### config.mk
export PLATFORM = sky130hd
export DESIGN_NAME = watchdog_with_reset_out
export DESIGN_NICKNAME = d
export VERILOG_FILES = /design/src/machine_cycle_timer.v /design/src/reset_pulse_gen.v /design/src/watchdog_with_reset_out.v
export VERILOG_INCLUDE_DIRS = /design/src /design/src/src
export SDC_FILE = /design/constraint.sdc
export NUM_CORES = 1
export LEC_CHECK = 0
export BUFFER_PORTS_ARGS = -buffer_cell sky130_fd_sc_hd__buf_2
export CORE_UTILIZATION = 45
export DETAILED_ROUTE_END_ITERATION = 10
export PLACE_DENSITY = 0.73
export SKIP_CTS_REPAIR_TIMING = 1
export SYNTH_ARGS = -nofsm -noshare
export SYNTH_HDL_FRONTEND = slang
export SYNTH_SLANG_ARGS = --single-unit
### constraint.sdc
create_clock -name aclk -period 2.4 [get_ports aclk]
set_input_delay 0.36 -clock aclk [delete_from_list [all_inputs] [get_ports aclk]]
set_output_delay 0.36 -clock aclk [all_outputs]
set_load 0.02 [all_outputs]
### src/watchdog_consts.vh
// offsets, field positions, reset values and timing counts of the watchdog
`ifndef WATCHDOG_CONSTS_VH
`define WATCHDOG_CONSTS_VH

// ----------------------------------------------------------------------
// register indices (byte address is four times the index)
// ----------------------------------------------------------------------
`define AUX_CTRL_IDX 10'h08E
`define SERVICE_PORT_IDX 10'h0A6
`define WD_STATUS_IDX 10'h0F0

// ----------------------------------------------------------------------
// auxiliary_control fields and reset value
// ----------------------------------------------------------------------
`define AUX_ALE_OFF_BIT 0
`define AUX_RESET_OUT_DISABLE_BIT 3
`define AUX_IDLE_COUNT_HOLD_BIT 4
`define AUX_RESET_VAL 8'h00
`define AUX_WRITE_MASK 8'h19

// ----------------------------------------------------------------------
// watchdog_status fields
// ----------------------------------------------------------------------
`define STAT_ENABLED_BIT 0
`define STAT_PULSE_BIT 1
`define STAT_WAKE_HOLD_BIT 2
`define STAT_ARMED_BIT 3

// ----------------------------------------------------------------------
// service sequence and counter
// ----------------------------------------------------------------------
`define SERVICE_FIRST 8'h1E
`define SERVICE_SECOND 8'hE1
`define WD_CNT_MAX 13'h1FFF
`define WD_CNT_ZERO 13'h0000

// ----------------------------------------------------------------------
// timing: oscillator period equals the aclk period
// ----------------------------------------------------------------------
`define CLK_PERIOD_PS 10000
`define OSC_PERIOD_PS 10000
`define MACHINE_CYCLE_OSC 12
`define MACHINE_CYCLE_CLKS ((`MACHINE_CYCLE_OSC * `OSC_PERIOD_PS + `CLK_PERIOD_PS - 1) / `CLK_PERIOD_PS)
`define RESET_PULSE_OSC 98
`define RESET_PULSE_CLKS ((`RESET_PULSE_OSC * `OSC_PERIOD_PS) / `CLK_PERIOD_PS)
`define PIN_RESET_MCYCLES 2

// ----------------------------------------------------------------------
// bus answers
// ----------------------------------------------------------------------
`define RESP_OKAY 2'h0
`define RESP_SLVERR 2'h2

`endif

### src/machine_cycle_timer.v
// divider that marks the end of each machine cycle
`timescale 1ns/1ps
`default_nettype none
`include "watchdog_consts.vh"

module machine_cycle_timer (
   input wire aclk,
   input wire aresetn,
   input wire run,
   input wire clear,
   output reg tick_ff
);

   reg [3:0] phase_ff;
   reg [3:0] nxt_phase;
   reg nxt_tick;
   // last phase of a machine cycle, cut to the counter width on purpose
   localparam [31:0] LAST_PHASE = `MACHINE_CYCLE_CLKS - 1;

   // -------------------------------------------------------------------
   // phase counter
   // -------------------------------------------------------------------
   // freezes while run is low, as a stopped oscillator would
   always @* begin
      nxt_phase = phase_ff;
      nxt_tick = 1'b0;
      if (clear) begin
         nxt_phase = 4'h0;
      end else if (run) begin
         if (phase_ff == LAST_PHASE[3:0]) begin
            nxt_phase = 4'h0;
            nxt_tick = 1'b1;
         end else begin
            nxt_phase = phase_ff + 4'h1;
         end
      end
   end

   always @(posedge aclk) begin
      if (!aresetn) begin
         phase_ff <= 4'h0;
         tick_ff <= 1'b0;
      end else begin
         phase_ff <= nxt_phase;
         tick_ff <= nxt_tick;
      end
   end

endmodule
`default_nettype wire

### src/reset_pulse_gen.v
// timed high pulse for the reset pin after a watchdog overflow
`timescale 1ns/1ps
`default_nettype none
`include "watchdog_consts.vh"

module reset_pulse_gen (
   input wire aclk,
   input wire aresetn,
   input wire start,
   output reg pulse_ff
);

   reg [6:0] left_ff;
   reg [6:0] nxt_left;
   reg nxt_pulse;
   // countdown start value, cut to the counter width on purpose
   localparam [31:0] PULSE_LAST = `RESET_PULSE_CLKS - 1;

   // -------------------------------------------------------------------
   // countdown
   // -------------------------------------------------------------------
   // a new start while running restarts the full length
   always @* begin
      nxt_left = left_ff;
      nxt_pulse = pulse_ff;
      if (start) begin
         nxt_left = PULSE_LAST[6:0];
         nxt_pulse = 1'b1;
      end else if (pulse_ff) begin
         if (left_ff == 7'h00) begin
            nxt_pulse = 1'b0;
         end else begin
            nxt_left = left_ff - 7'h01;
         end
      end
   end

   always @(posedge aclk) begin
      if (!aresetn) begin
         left_ff <= 7'h00;
         pulse_ff <= 1'b0;
      end else begin
         left_ff <= nxt_left;
         pulse_ff <= nxt_pulse;
      end
   end

endmodule
`default_nettype wire

### src/watchdog_with_reset_out.v
// one-time-enabled watchdog with reset-out pulse and AXI4-Lite registers
// Contract
// watchdog idle after reset until enabled
// 1E then E1 to service port enables
// enabled 13-bit counter advances each machine cycle
// only a device reset disables it
// count reaching 1FFF resets the device
// 1E then E1 while enabled clears counter
// software services within 8191 machine cycles
// service port write-only, counter not accessible
// overflow drives reset pin high 98 periods
// reset_out_disable bit suppresses the pin pulse
// reset pin high two machine cycles resets
// power-down stops counting, no service needed
// after interrupt wake, hold until pin high
// idle_count_hold clear: count during idle
// idle_count_hold set: pause during idle
// software services right before power-down
// machine cycle spans twelve oscillator periods
// other value between bytes abandons sequence
`timescale 1ns/1ps
`default_nettype none
`include "watchdog_consts.vh"

module watchdog_with_reset_out (
   input wire aclk,
   input wire aresetn,
   input wire [11:0] s_axi_awaddr,
   input wire [2:0] s_axi_awprot,
   input wire s_axi_awvalid,
   output wire s_axi_awready,
   input wire [31:0] s_axi_wdata,
   input wire [3:0] s_axi_wstrb,
   input wire s_axi_wvalid,
   output wire s_axi_wready,
   output reg [1:0] s_axi_bresp,
   output reg s_axi_bvalid,
   input wire s_axi_bready,
   input wire [11:0] s_axi_araddr,
   input wire [2:0] s_axi_arprot,
   input wire s_axi_arvalid,
   output wire s_axi_arready,
   output reg [31:0] s_axi_rdata,
   output reg [1:0] s_axi_rresp,
   output reg s_axi_rvalid,
   input wire s_axi_rready,
   input wire reset_pin_in,
   output wire reset_pin_out,
   output wire reset_pin_oe,
   input wire idle_mode,
   input wire power_down,
   input wire wake_int_n,
   output reg device_reset_ff
);

   // -------------------------------------------------------------------
   // address decode helper
   // -------------------------------------------------------------------
   function is_reg;
      input [11:0] addr;
      input [9:0] idx;
      begin
         is_reg = (addr[11:2] == idx) && (addr[1:0] == 2'b00);
      end
   endfunction

   // -------------------------------------------------------------------
   // state
   // -------------------------------------------------------------------
   reg [11:0] aw_addr_ff;
   reg aw_held_ff;
   reg [7:0] w_byte_ff;
   reg w_lane_ff;
   reg w_held_ff;
   reg [7:0] aux_ctrl_ff;
   reg enabled_ff;
   reg armed_ff;
   reg [12:0] wd_cnt_ff;
   reg wake_hold_ff;
   reg power_down_d_ff;
   reg [1:0] pin_mcyc_ff;
   reg pin_meta_ff;
   reg pin_sync_ff;
   reg wake_meta_ff;
   reg wake_sync_ff;
   reg [7:0] nxt_aux;
   reg nxt_enabled;
   reg nxt_armed;
   reg [12:0] nxt_cnt;
   reg [1:0] nxt_pin_mcyc;
   reg nxt_wake_hold;
   reg [31:0] nxt_rdata;
   reg [1:0] nxt_rresp;
   wire mc_tick;
   wire pulse_active;
   wire do_write;
   wire svc_write;
   wire svc_done;
   wire overflow;
   wire pin_reset;
   wire count_run;
   wire soft_reset;

   // -------------------------------------------------------------------
   // pin synchronisers
   // -------------------------------------------------------------------
   // reset pin and wake interrupt come from outside the clock domain
   always @(posedge aclk) begin
      if (!aresetn) begin
         pin_meta_ff <= 1'b0;
         pin_sync_ff <= 1'b0;
         wake_meta_ff <= 1'b1;
         wake_sync_ff <= 1'b1;
         power_down_d_ff <= 1'b0;
      end else begin
         pin_meta_ff <= reset_pin_in;
         pin_sync_ff <= pin_meta_ff;
         wake_meta_ff <= wake_int_n;
         wake_sync_ff <= wake_meta_ff;
         power_down_d_ff <= power_down;
      end
   end

   // -------------------------------------------------------------------
   // write channel capture
   // -------------------------------------------------------------------
   // address and data are taken in either order, then applied together
   assign s_axi_awready = !aw_held_ff;
   assign s_axi_wready = !w_held_ff;
   assign do_write = aw_held_ff && w_held_ff && !s_axi_bvalid;

   always @(posedge aclk) begin
      if (!aresetn) begin
         aw_addr_ff <= 12'h000;
         aw_held_ff <= 1'b0;
         w_byte_ff <= 8'h00;
         w_lane_ff <= 1'b0;
         w_held_ff <= 1'b0;
         s_axi_bvalid <= 1'b0;
         s_axi_bresp <= `RESP_OKAY;
      end else begin
         if (s_axi_awvalid && !aw_held_ff) begin
            aw_addr_ff <= s_axi_awaddr;
            aw_held_ff <= 1'b1;
         end
         if (s_axi_wvalid && !w_held_ff) begin
            w_byte_ff <= s_axi_wdata[7:0];
            w_lane_ff <= s_axi_wstrb[0];
            w_held_ff <= 1'b1;
         end
         if (do_write) begin
            aw_held_ff <= 1'b0;
            w_held_ff <= 1'b0;
            s_axi_bvalid <= 1'b1;
            if (is_reg(aw_addr_ff, `AUX_CTRL_IDX) ||
                is_reg(aw_addr_ff, `SERVICE_PORT_IDX) ||
                is_reg(aw_addr_ff, `WD_STATUS_IDX)) begin
               s_axi_bresp <= `RESP_OKAY;
            end else begin
               s_axi_bresp <= `RESP_SLVERR;
            end
         end else if (s_axi_bvalid && s_axi_bready) begin
            s_axi_bvalid <= 1'b0;
         end
      end
   end

   // -------------------------------------------------------------------
   // service sequence decode
   // -------------------------------------------------------------------
   // only the low byte lane carries the 8-bit register
   assign svc_write = do_write && w_lane_ff &&
                      is_reg(aw_addr_ff, `SERVICE_PORT_IDX);
   assign svc_done = svc_write && armed_ff &&
                     (w_byte_ff == `SERVICE_SECOND);

   // -------------------------------------------------------------------
   // counting conditions
   // -------------------------------------------------------------------
   // stop in power-down
   // idle counts by default
   // idle pauses when held
   assign count_run = enabled_ff && !power_down && !wake_hold_ff &&
      !(idle_mode && aux_ctrl_ff[`AUX_IDLE_COUNT_HOLD_BIT]);
   // overflow at full count
   assign overflow = enabled_ff && (wd_cnt_ff == `WD_CNT_MAX);
   // pin held two cycles
   // the first tick closes a partial cycle, so one extra tick is counted
   localparam [31:0] PIN_MCYC_LAST = `PIN_RESET_MCYCLES + 1;
   assign pin_reset = (pin_mcyc_ff == PIN_MCYC_LAST[1:0]);
   assign soft_reset = overflow || pin_reset;

   // twelve-period machine cycle
   machine_cycle_timer u_mc_timer (
      .aclk(aclk),
      .aresetn(aresetn),
      .run(!power_down),
      .clear(soft_reset),
      .tick_ff(mc_tick)
   );

   // pulse on overflow
   // suppressed by disable bit
   reset_pulse_gen u_pulse (
      .aclk(aclk),
      .aresetn(aresetn),
      .start(overflow && !aux_ctrl_ff[`AUX_RESET_OUT_DISABLE_BIT]),
      .pulse_ff(pulse_active)
   );

   // the pin is only ever driven high, otherwise left to the outside
   assign reset_pin_out = pulse_active;
   assign reset_pin_oe = pulse_active;

   // -------------------------------------------------------------------
   // watchdog next state
   // -------------------------------------------------------------------
   always @* begin
      nxt_aux = aux_ctrl_ff;
      nxt_enabled = enabled_ff;
      nxt_armed = armed_ff;
      nxt_cnt = wd_cnt_ff;
      nxt_wake_hold = wake_hold_ff;
      nxt_pin_mcyc = pin_mcyc_ff;
      if (do_write && w_lane_ff && is_reg(aw_addr_ff, `AUX_CTRL_IDX)) begin
         nxt_aux = w_byte_ff & `AUX_WRITE_MASK;
      end
      if (svc_write) begin
         // stray byte abandons
         nxt_armed = (w_byte_ff == `SERVICE_FIRST);
      end
      // advance each machine cycle
      if (count_run && mc_tick) begin
         nxt_cnt = wd_cnt_ff + 13'h0001;
      end
      if (svc_done) begin
         // ordered pair enables
         nxt_enabled = 1'b1;
         // service clears count
         nxt_cnt = `WD_CNT_ZERO;
      end
      // hold after interrupt wake
      if (power_down_d_ff && !power_down && !wake_sync_ff) begin
         nxt_wake_hold = 1'b1;
      end else if (wake_sync_ff) begin
         nxt_wake_hold = 1'b0;
      end
      // own drive of the pin must not count as an external reset
      if (!pin_sync_ff || pulse_active || power_down) begin
         nxt_pin_mcyc = 2'h0;
      end else if (mc_tick && !pin_reset) begin
         nxt_pin_mcyc = pin_mcyc_ff + 2'h1;
      end
      // only device reset disables
      if (soft_reset) begin
         nxt_aux = `AUX_RESET_VAL;
         nxt_enabled = 1'b0;
         nxt_armed = 1'b0;
         nxt_cnt = `WD_CNT_ZERO;
         nxt_wake_hold = 1'b0;
         nxt_pin_mcyc = 2'h0;
      end
   end

   // inactive out of reset
   always @(posedge aclk) begin
      if (!aresetn) begin
         aux_ctrl_ff <= `AUX_RESET_VAL;
         enabled_ff <= 1'b0;
         armed_ff <= 1'b0;
         wd_cnt_ff <= `WD_CNT_ZERO;
         wake_hold_ff <= 1'b0;
         pin_mcyc_ff <= 2'h0;
         device_reset_ff <= 1'b0;
      end else begin
         aux_ctrl_ff <= nxt_aux;
         enabled_ff <= nxt_enabled;
         armed_ff <= nxt_armed;
         wd_cnt_ff <= nxt_cnt;
         wake_hold_ff <= nxt_wake_hold;
         pin_mcyc_ff <= nxt_pin_mcyc;
         device_reset_ff <= soft_reset;
      end
   end

   // -------------------------------------------------------------------
   // read channel
   // -------------------------------------------------------------------
   // one read at a time; new address taken only once the answer is gone
   assign s_axi_arready = !s_axi_rvalid;

   // counter never readable
   always @* begin
      nxt_rdata = 32'h00000000;
      nxt_rresp = `RESP_OKAY;
      if (is_reg(s_axi_araddr, `AUX_CTRL_IDX)) begin
         nxt_rdata[7:0] = aux_ctrl_ff;
      end else if (is_reg(s_axi_araddr, `WD_STATUS_IDX)) begin
         nxt_rdata[`STAT_ENABLED_BIT] = enabled_ff;
         nxt_rdata[`STAT_PULSE_BIT] = pulse_active;
         nxt_rdata[`STAT_WAKE_HOLD_BIT] = wake_hold_ff;
         nxt_rdata[`STAT_ARMED_BIT] = armed_ff;
      end else if (!is_reg(s_axi_araddr, `SERVICE_PORT_IDX)) begin
         nxt_rresp = `RESP_SLVERR;
      end
   end

   always @(posedge aclk) begin
      if (!aresetn) begin
         s_axi_rvalid <= 1'b0;
         s_axi_rdata <= 32'h00000000;
         s_axi_rresp <= `RESP_OKAY;
      end else if (s_axi_arvalid && !s_axi_rvalid) begin
         s_axi_rvalid <= 1'b1;
         s_axi_rdata <= nxt_rdata;
         s_axi_rresp <= nxt_rresp;
      end else if (s_axi_rvalid && s_axi_rready) begin
         s_axi_rvalid <= 1'b0;
      end
   end

endmodule
`default_nettype wire

==> reports/qor_table.md <==
| Parameter | This run |
|---|---|
| Result of the run | finished, final reports clean |
| Ratio of total power to cell area | 628 nW/um^2 |
| Die Span X | 88.7 microns |
| Post-route clock skew | 0.0147 ns |
| Predominant post-synthesis flop cell | sky130_fd_sc_hd__dfxtp_1 |
| Peak ir drop on the vdd network | 0.313 mV |
| Post-synthesis instance area | 3380 sq um |
| Fraction of the yosys area taken by sequential cells | 42.6% |
| Slew at the pin closest to its max-slew limit | 0.757 ns |
| Unique masters post-synth | 50 |
| Cells after Synth | 386 |
| Syn avg cell area | 8.77 sq um |
| Yosys warning count | 0 |
| NumNets Final | 526 |
| GRT Overall Usage | 17.3% |
| PortBufs | 58 |
| Crit share post-route | 83.2% |
| Vias in the first global route | 2458 |
| Max Buffers Root-to-Sink | 2 |
| Total DRC errors in the routed layout | 0 |
| CP Max Fanout | 13 |
| Setup Viol. Count Final | 0 |
| H-Tree Level Count | 3 |
| Max Clock Freq | 501 MHz |
| Pre-CTS setup slack | 0.421 ns |
| Number of antenna violations at the first check in global routing | 0 |
| Final GP Congestion | 0.775 |
| Wire length of the first global-routing pass | 10500 microns |
| Post-synth EDFFs | 0 |
| Post-Place Cell Area | 3630 sq um |
| Floorplan core area | 7250 sq um |
| Count of inserted antenna diode cells | 0 |
| Crit path arrival time | 2.20 ns |
| Setup slack of the critical path after layout | 0.404 ns |
| Largest cells by area after synthesis | sky130_fd_sc_hd__dfxtp_1 43%, sky130_fd_sc_hd__nand2_1 7.4%, sky130_fd_sc_hd__buf_4 6.9% |
| Die height | 88.7 microns |
| Die footprint | 7870 sq um |
| Largest area contributor in the synthesized netlist | sky130_fd_sc_hd__dfxtp_1 |
| Detailed-route wire length per cell | 11.6 microns |
| Cts bufs inserted | 9 |
| Most instantiated library cell after synthesis | sky130_fd_sc_hd__dfxtp_1 |
| Area overhead of the layout relative to synthesis | 12.7% |
| Setup repair after global routing missed its margin | no |
| Fraction of synthesis flops using an asynchronous set or reset pin | 0% |
| Final Hold Slack | 0.208 ns |
| Clock latency on the worst-skew pair | 0.34 ns |
| Number of flip-flops and latches in the synthesized netlist | 72 |
| Startpoint type of the worst setup path | register |
| Final design utilization | 52.6% |
| PnR Total Power | 2.40 mW |
| Clk root buf | sky130_fd_sc_hd__clkbuf_8 |
| Maximum number of pins on one net before global-route repair | 43 |
| Required time at the endpoint of the critical path | 2.61 ns |
| Number of cell rows | 31 |
| Maxcap violations | 0 |
| Antenna-violating nets left | 0 |
| Sum Neg Setup Slack | 0 ns |
| Number of DRC markers in iteration 0 | 93 |
| Cell Count, Final, Fillers Out | 547 |
| CTS tree | built |
| Count of vias placed by the detailed router | 2693 |
| Initial Util | 46.7% |
| Drt via density | 4.92 |
| Total iterations of the first detailed-routing run | 5 |
| Worst min-delay path class | primary input to register |
| Min Clock Period, post-route | 2.00 ns |
| Total placed cells including tap cells | 532 |
| Overall overflow remaining after global route | 0 |
| Share of layout cells above drive strength 1 | 19.4% |
| Start-to-end type of the worst setup path | register to register |
| Number of max-slew violations in the final report | 0 |
| Leakage dissipation | 1.55 nW |
| Clock transition at the registers of the reported paths | 0.08 ns |
| Endpoint kind of the worst setup timing path | register |
| Area share of the leading cell type in the synthesized netlist | 42.6% |
| Synth top cells by count | 72 x sky130_fd_sc_hd__dfxtp_1, 67 x sky130_fd_sc_hd__nand2_1, 45 x sky130_fd_sc_hd__nor2_1 |
| Sinks on Clock Net | 72 |
| Total half-perimeter wirelength after legalization and detailed placement | 4720 microns |
| Final cell area excluding filler cells | 3810 sq um |
| Top-level port count | 121 |
| Overall routed net length | 6350 microns |
| Number of hold violations in the final report | 0 |
| Relative slew slack | 49.4% |
==> path summary, 6_finish.rpt <==
path	start	end	slack, ns	cells past startpoint
setup reg to reg	wd_cnt_ff[0]$_SDFFE_PP0P_	wd_cnt_ff[1]$_SDFFE_PP0P_	0.40	6
setup / recovery	wd_cnt_ff[0]$_SDFFE_PP0P_	wd_cnt_ff[1]$_SDFFE_PP0P_	0.40	6
hold reg to reg	wake_sync_ff$_SDFF_PN1_	wake_hold_ff$_SDFFE_PP0P_	0.40	1
hold / removal	wake_int_n	wake_meta_ff$_SDFF_PN1_	0.21	2
==> logic make-up after synthesis <==
group | count (synthesis) | synth area share [%]
buffers and inverters | 50 | 9.54
other | 1 | 0.111
adders and majority gates | 5 | 1.85
muxes | 8 | 2.37
AOI/OAI and AO/OA | 58 | 12.5
DFF | 72 | 42.6
xor gates and xnor gates | 15 | 3.88
and+or+nand+nor | 177 | 27.2
==> sequential cells by signal, summed over array words and instances (netlist names), 2 cells and up <==
name,cells
pin_mcyc_ff,2
u_pulse.left_ff,7
w_byte_ff,8
s_axi_rdata,5
aux_ctrl_ff,3
wd_cnt_ff,13
aw_addr_ff,12
u_mc_timer.phase_ff,4
==> area by class of cell <==
| class | instances | area [sq um] |
|---|---|---|
| inverter | 10 | 37.5 |
| clock buffer | 12 | 145 |
| sequential | 72 | 1440 |
| timing repair buffer | 59 | 298 |
| clock inverter | 3 | 42.5 |
| tap | 99 | 124 |
| multi-input combinational | 292 | 1730 |
| fill | 693 | 3440 |
==> layer usage <==
metal  up-vias  global-route usage (%)  wire, microns
li1       1366                       -              -
met1      1247                    21.3           2990
met2        74                    28.6           3010
met3         6                    4.76            282
met4         0                    7.33             72
met5         -                       0              0
==> power breakdown <==
group	total [mW]	leakage [nW]	internal, mW	switching, mW
Sequential	1.26	0.586	1.23	0.0276
Clock	0.917	0.0925	0.502	0.415
Combinational	0.220	0.874	0.0800	0.140
Total	2.40	1.55	1.81	0.582
==> worst max-delay path, stage by stage, from the launching register on <==
cell,delay (ns)
sky130_fd_sc_hd__dfxtp_1,0.39
sky130_fd_sc_hd__ha_1,0.20
sky130_fd_sc_hd__nand3_1,0.14
sky130_fd_sc_hd__or4_4,0.56
sky130_fd_sc_hd__nand2_2,0.21
sky130_fd_sc_hd__o21bai_4,0.26
sky130_fd_sc_hd__nor2_1,0.09
==> cells in the final DEF, fill, tap and decap left out, types with 7 or more instances in the layout <==
master / n
sky130_fd_sc_hd__dfxtp_1: 72
sky130_fd_sc_hd__nand2_1: 67
sky130_fd_sc_hd__buf_2: 58
sky130_fd_sc_hd__nor2_1: 45
sky130_fd_sc_hd__conb_1: 29
sky130_fd_sc_hd__a21boi_0: 28
sky130_fd_sc_hd__a21oi_1: 11
sky130_fd_sc_hd__inv_1: 10
sky130_fd_sc_hd__nand3_1: 10
sky130_fd_sc_hd__clkbuf_8: 10
sky130_fd_sc_hd__nor2b_1: 8
sky130_fd_sc_hd__xor2_1: 8
sky130_fd_sc_hd__mux2i_1: 8
sky130_fd_sc_hd__xnor2_1: 7
Note: power is estimated with default switching activity, not from simulation.
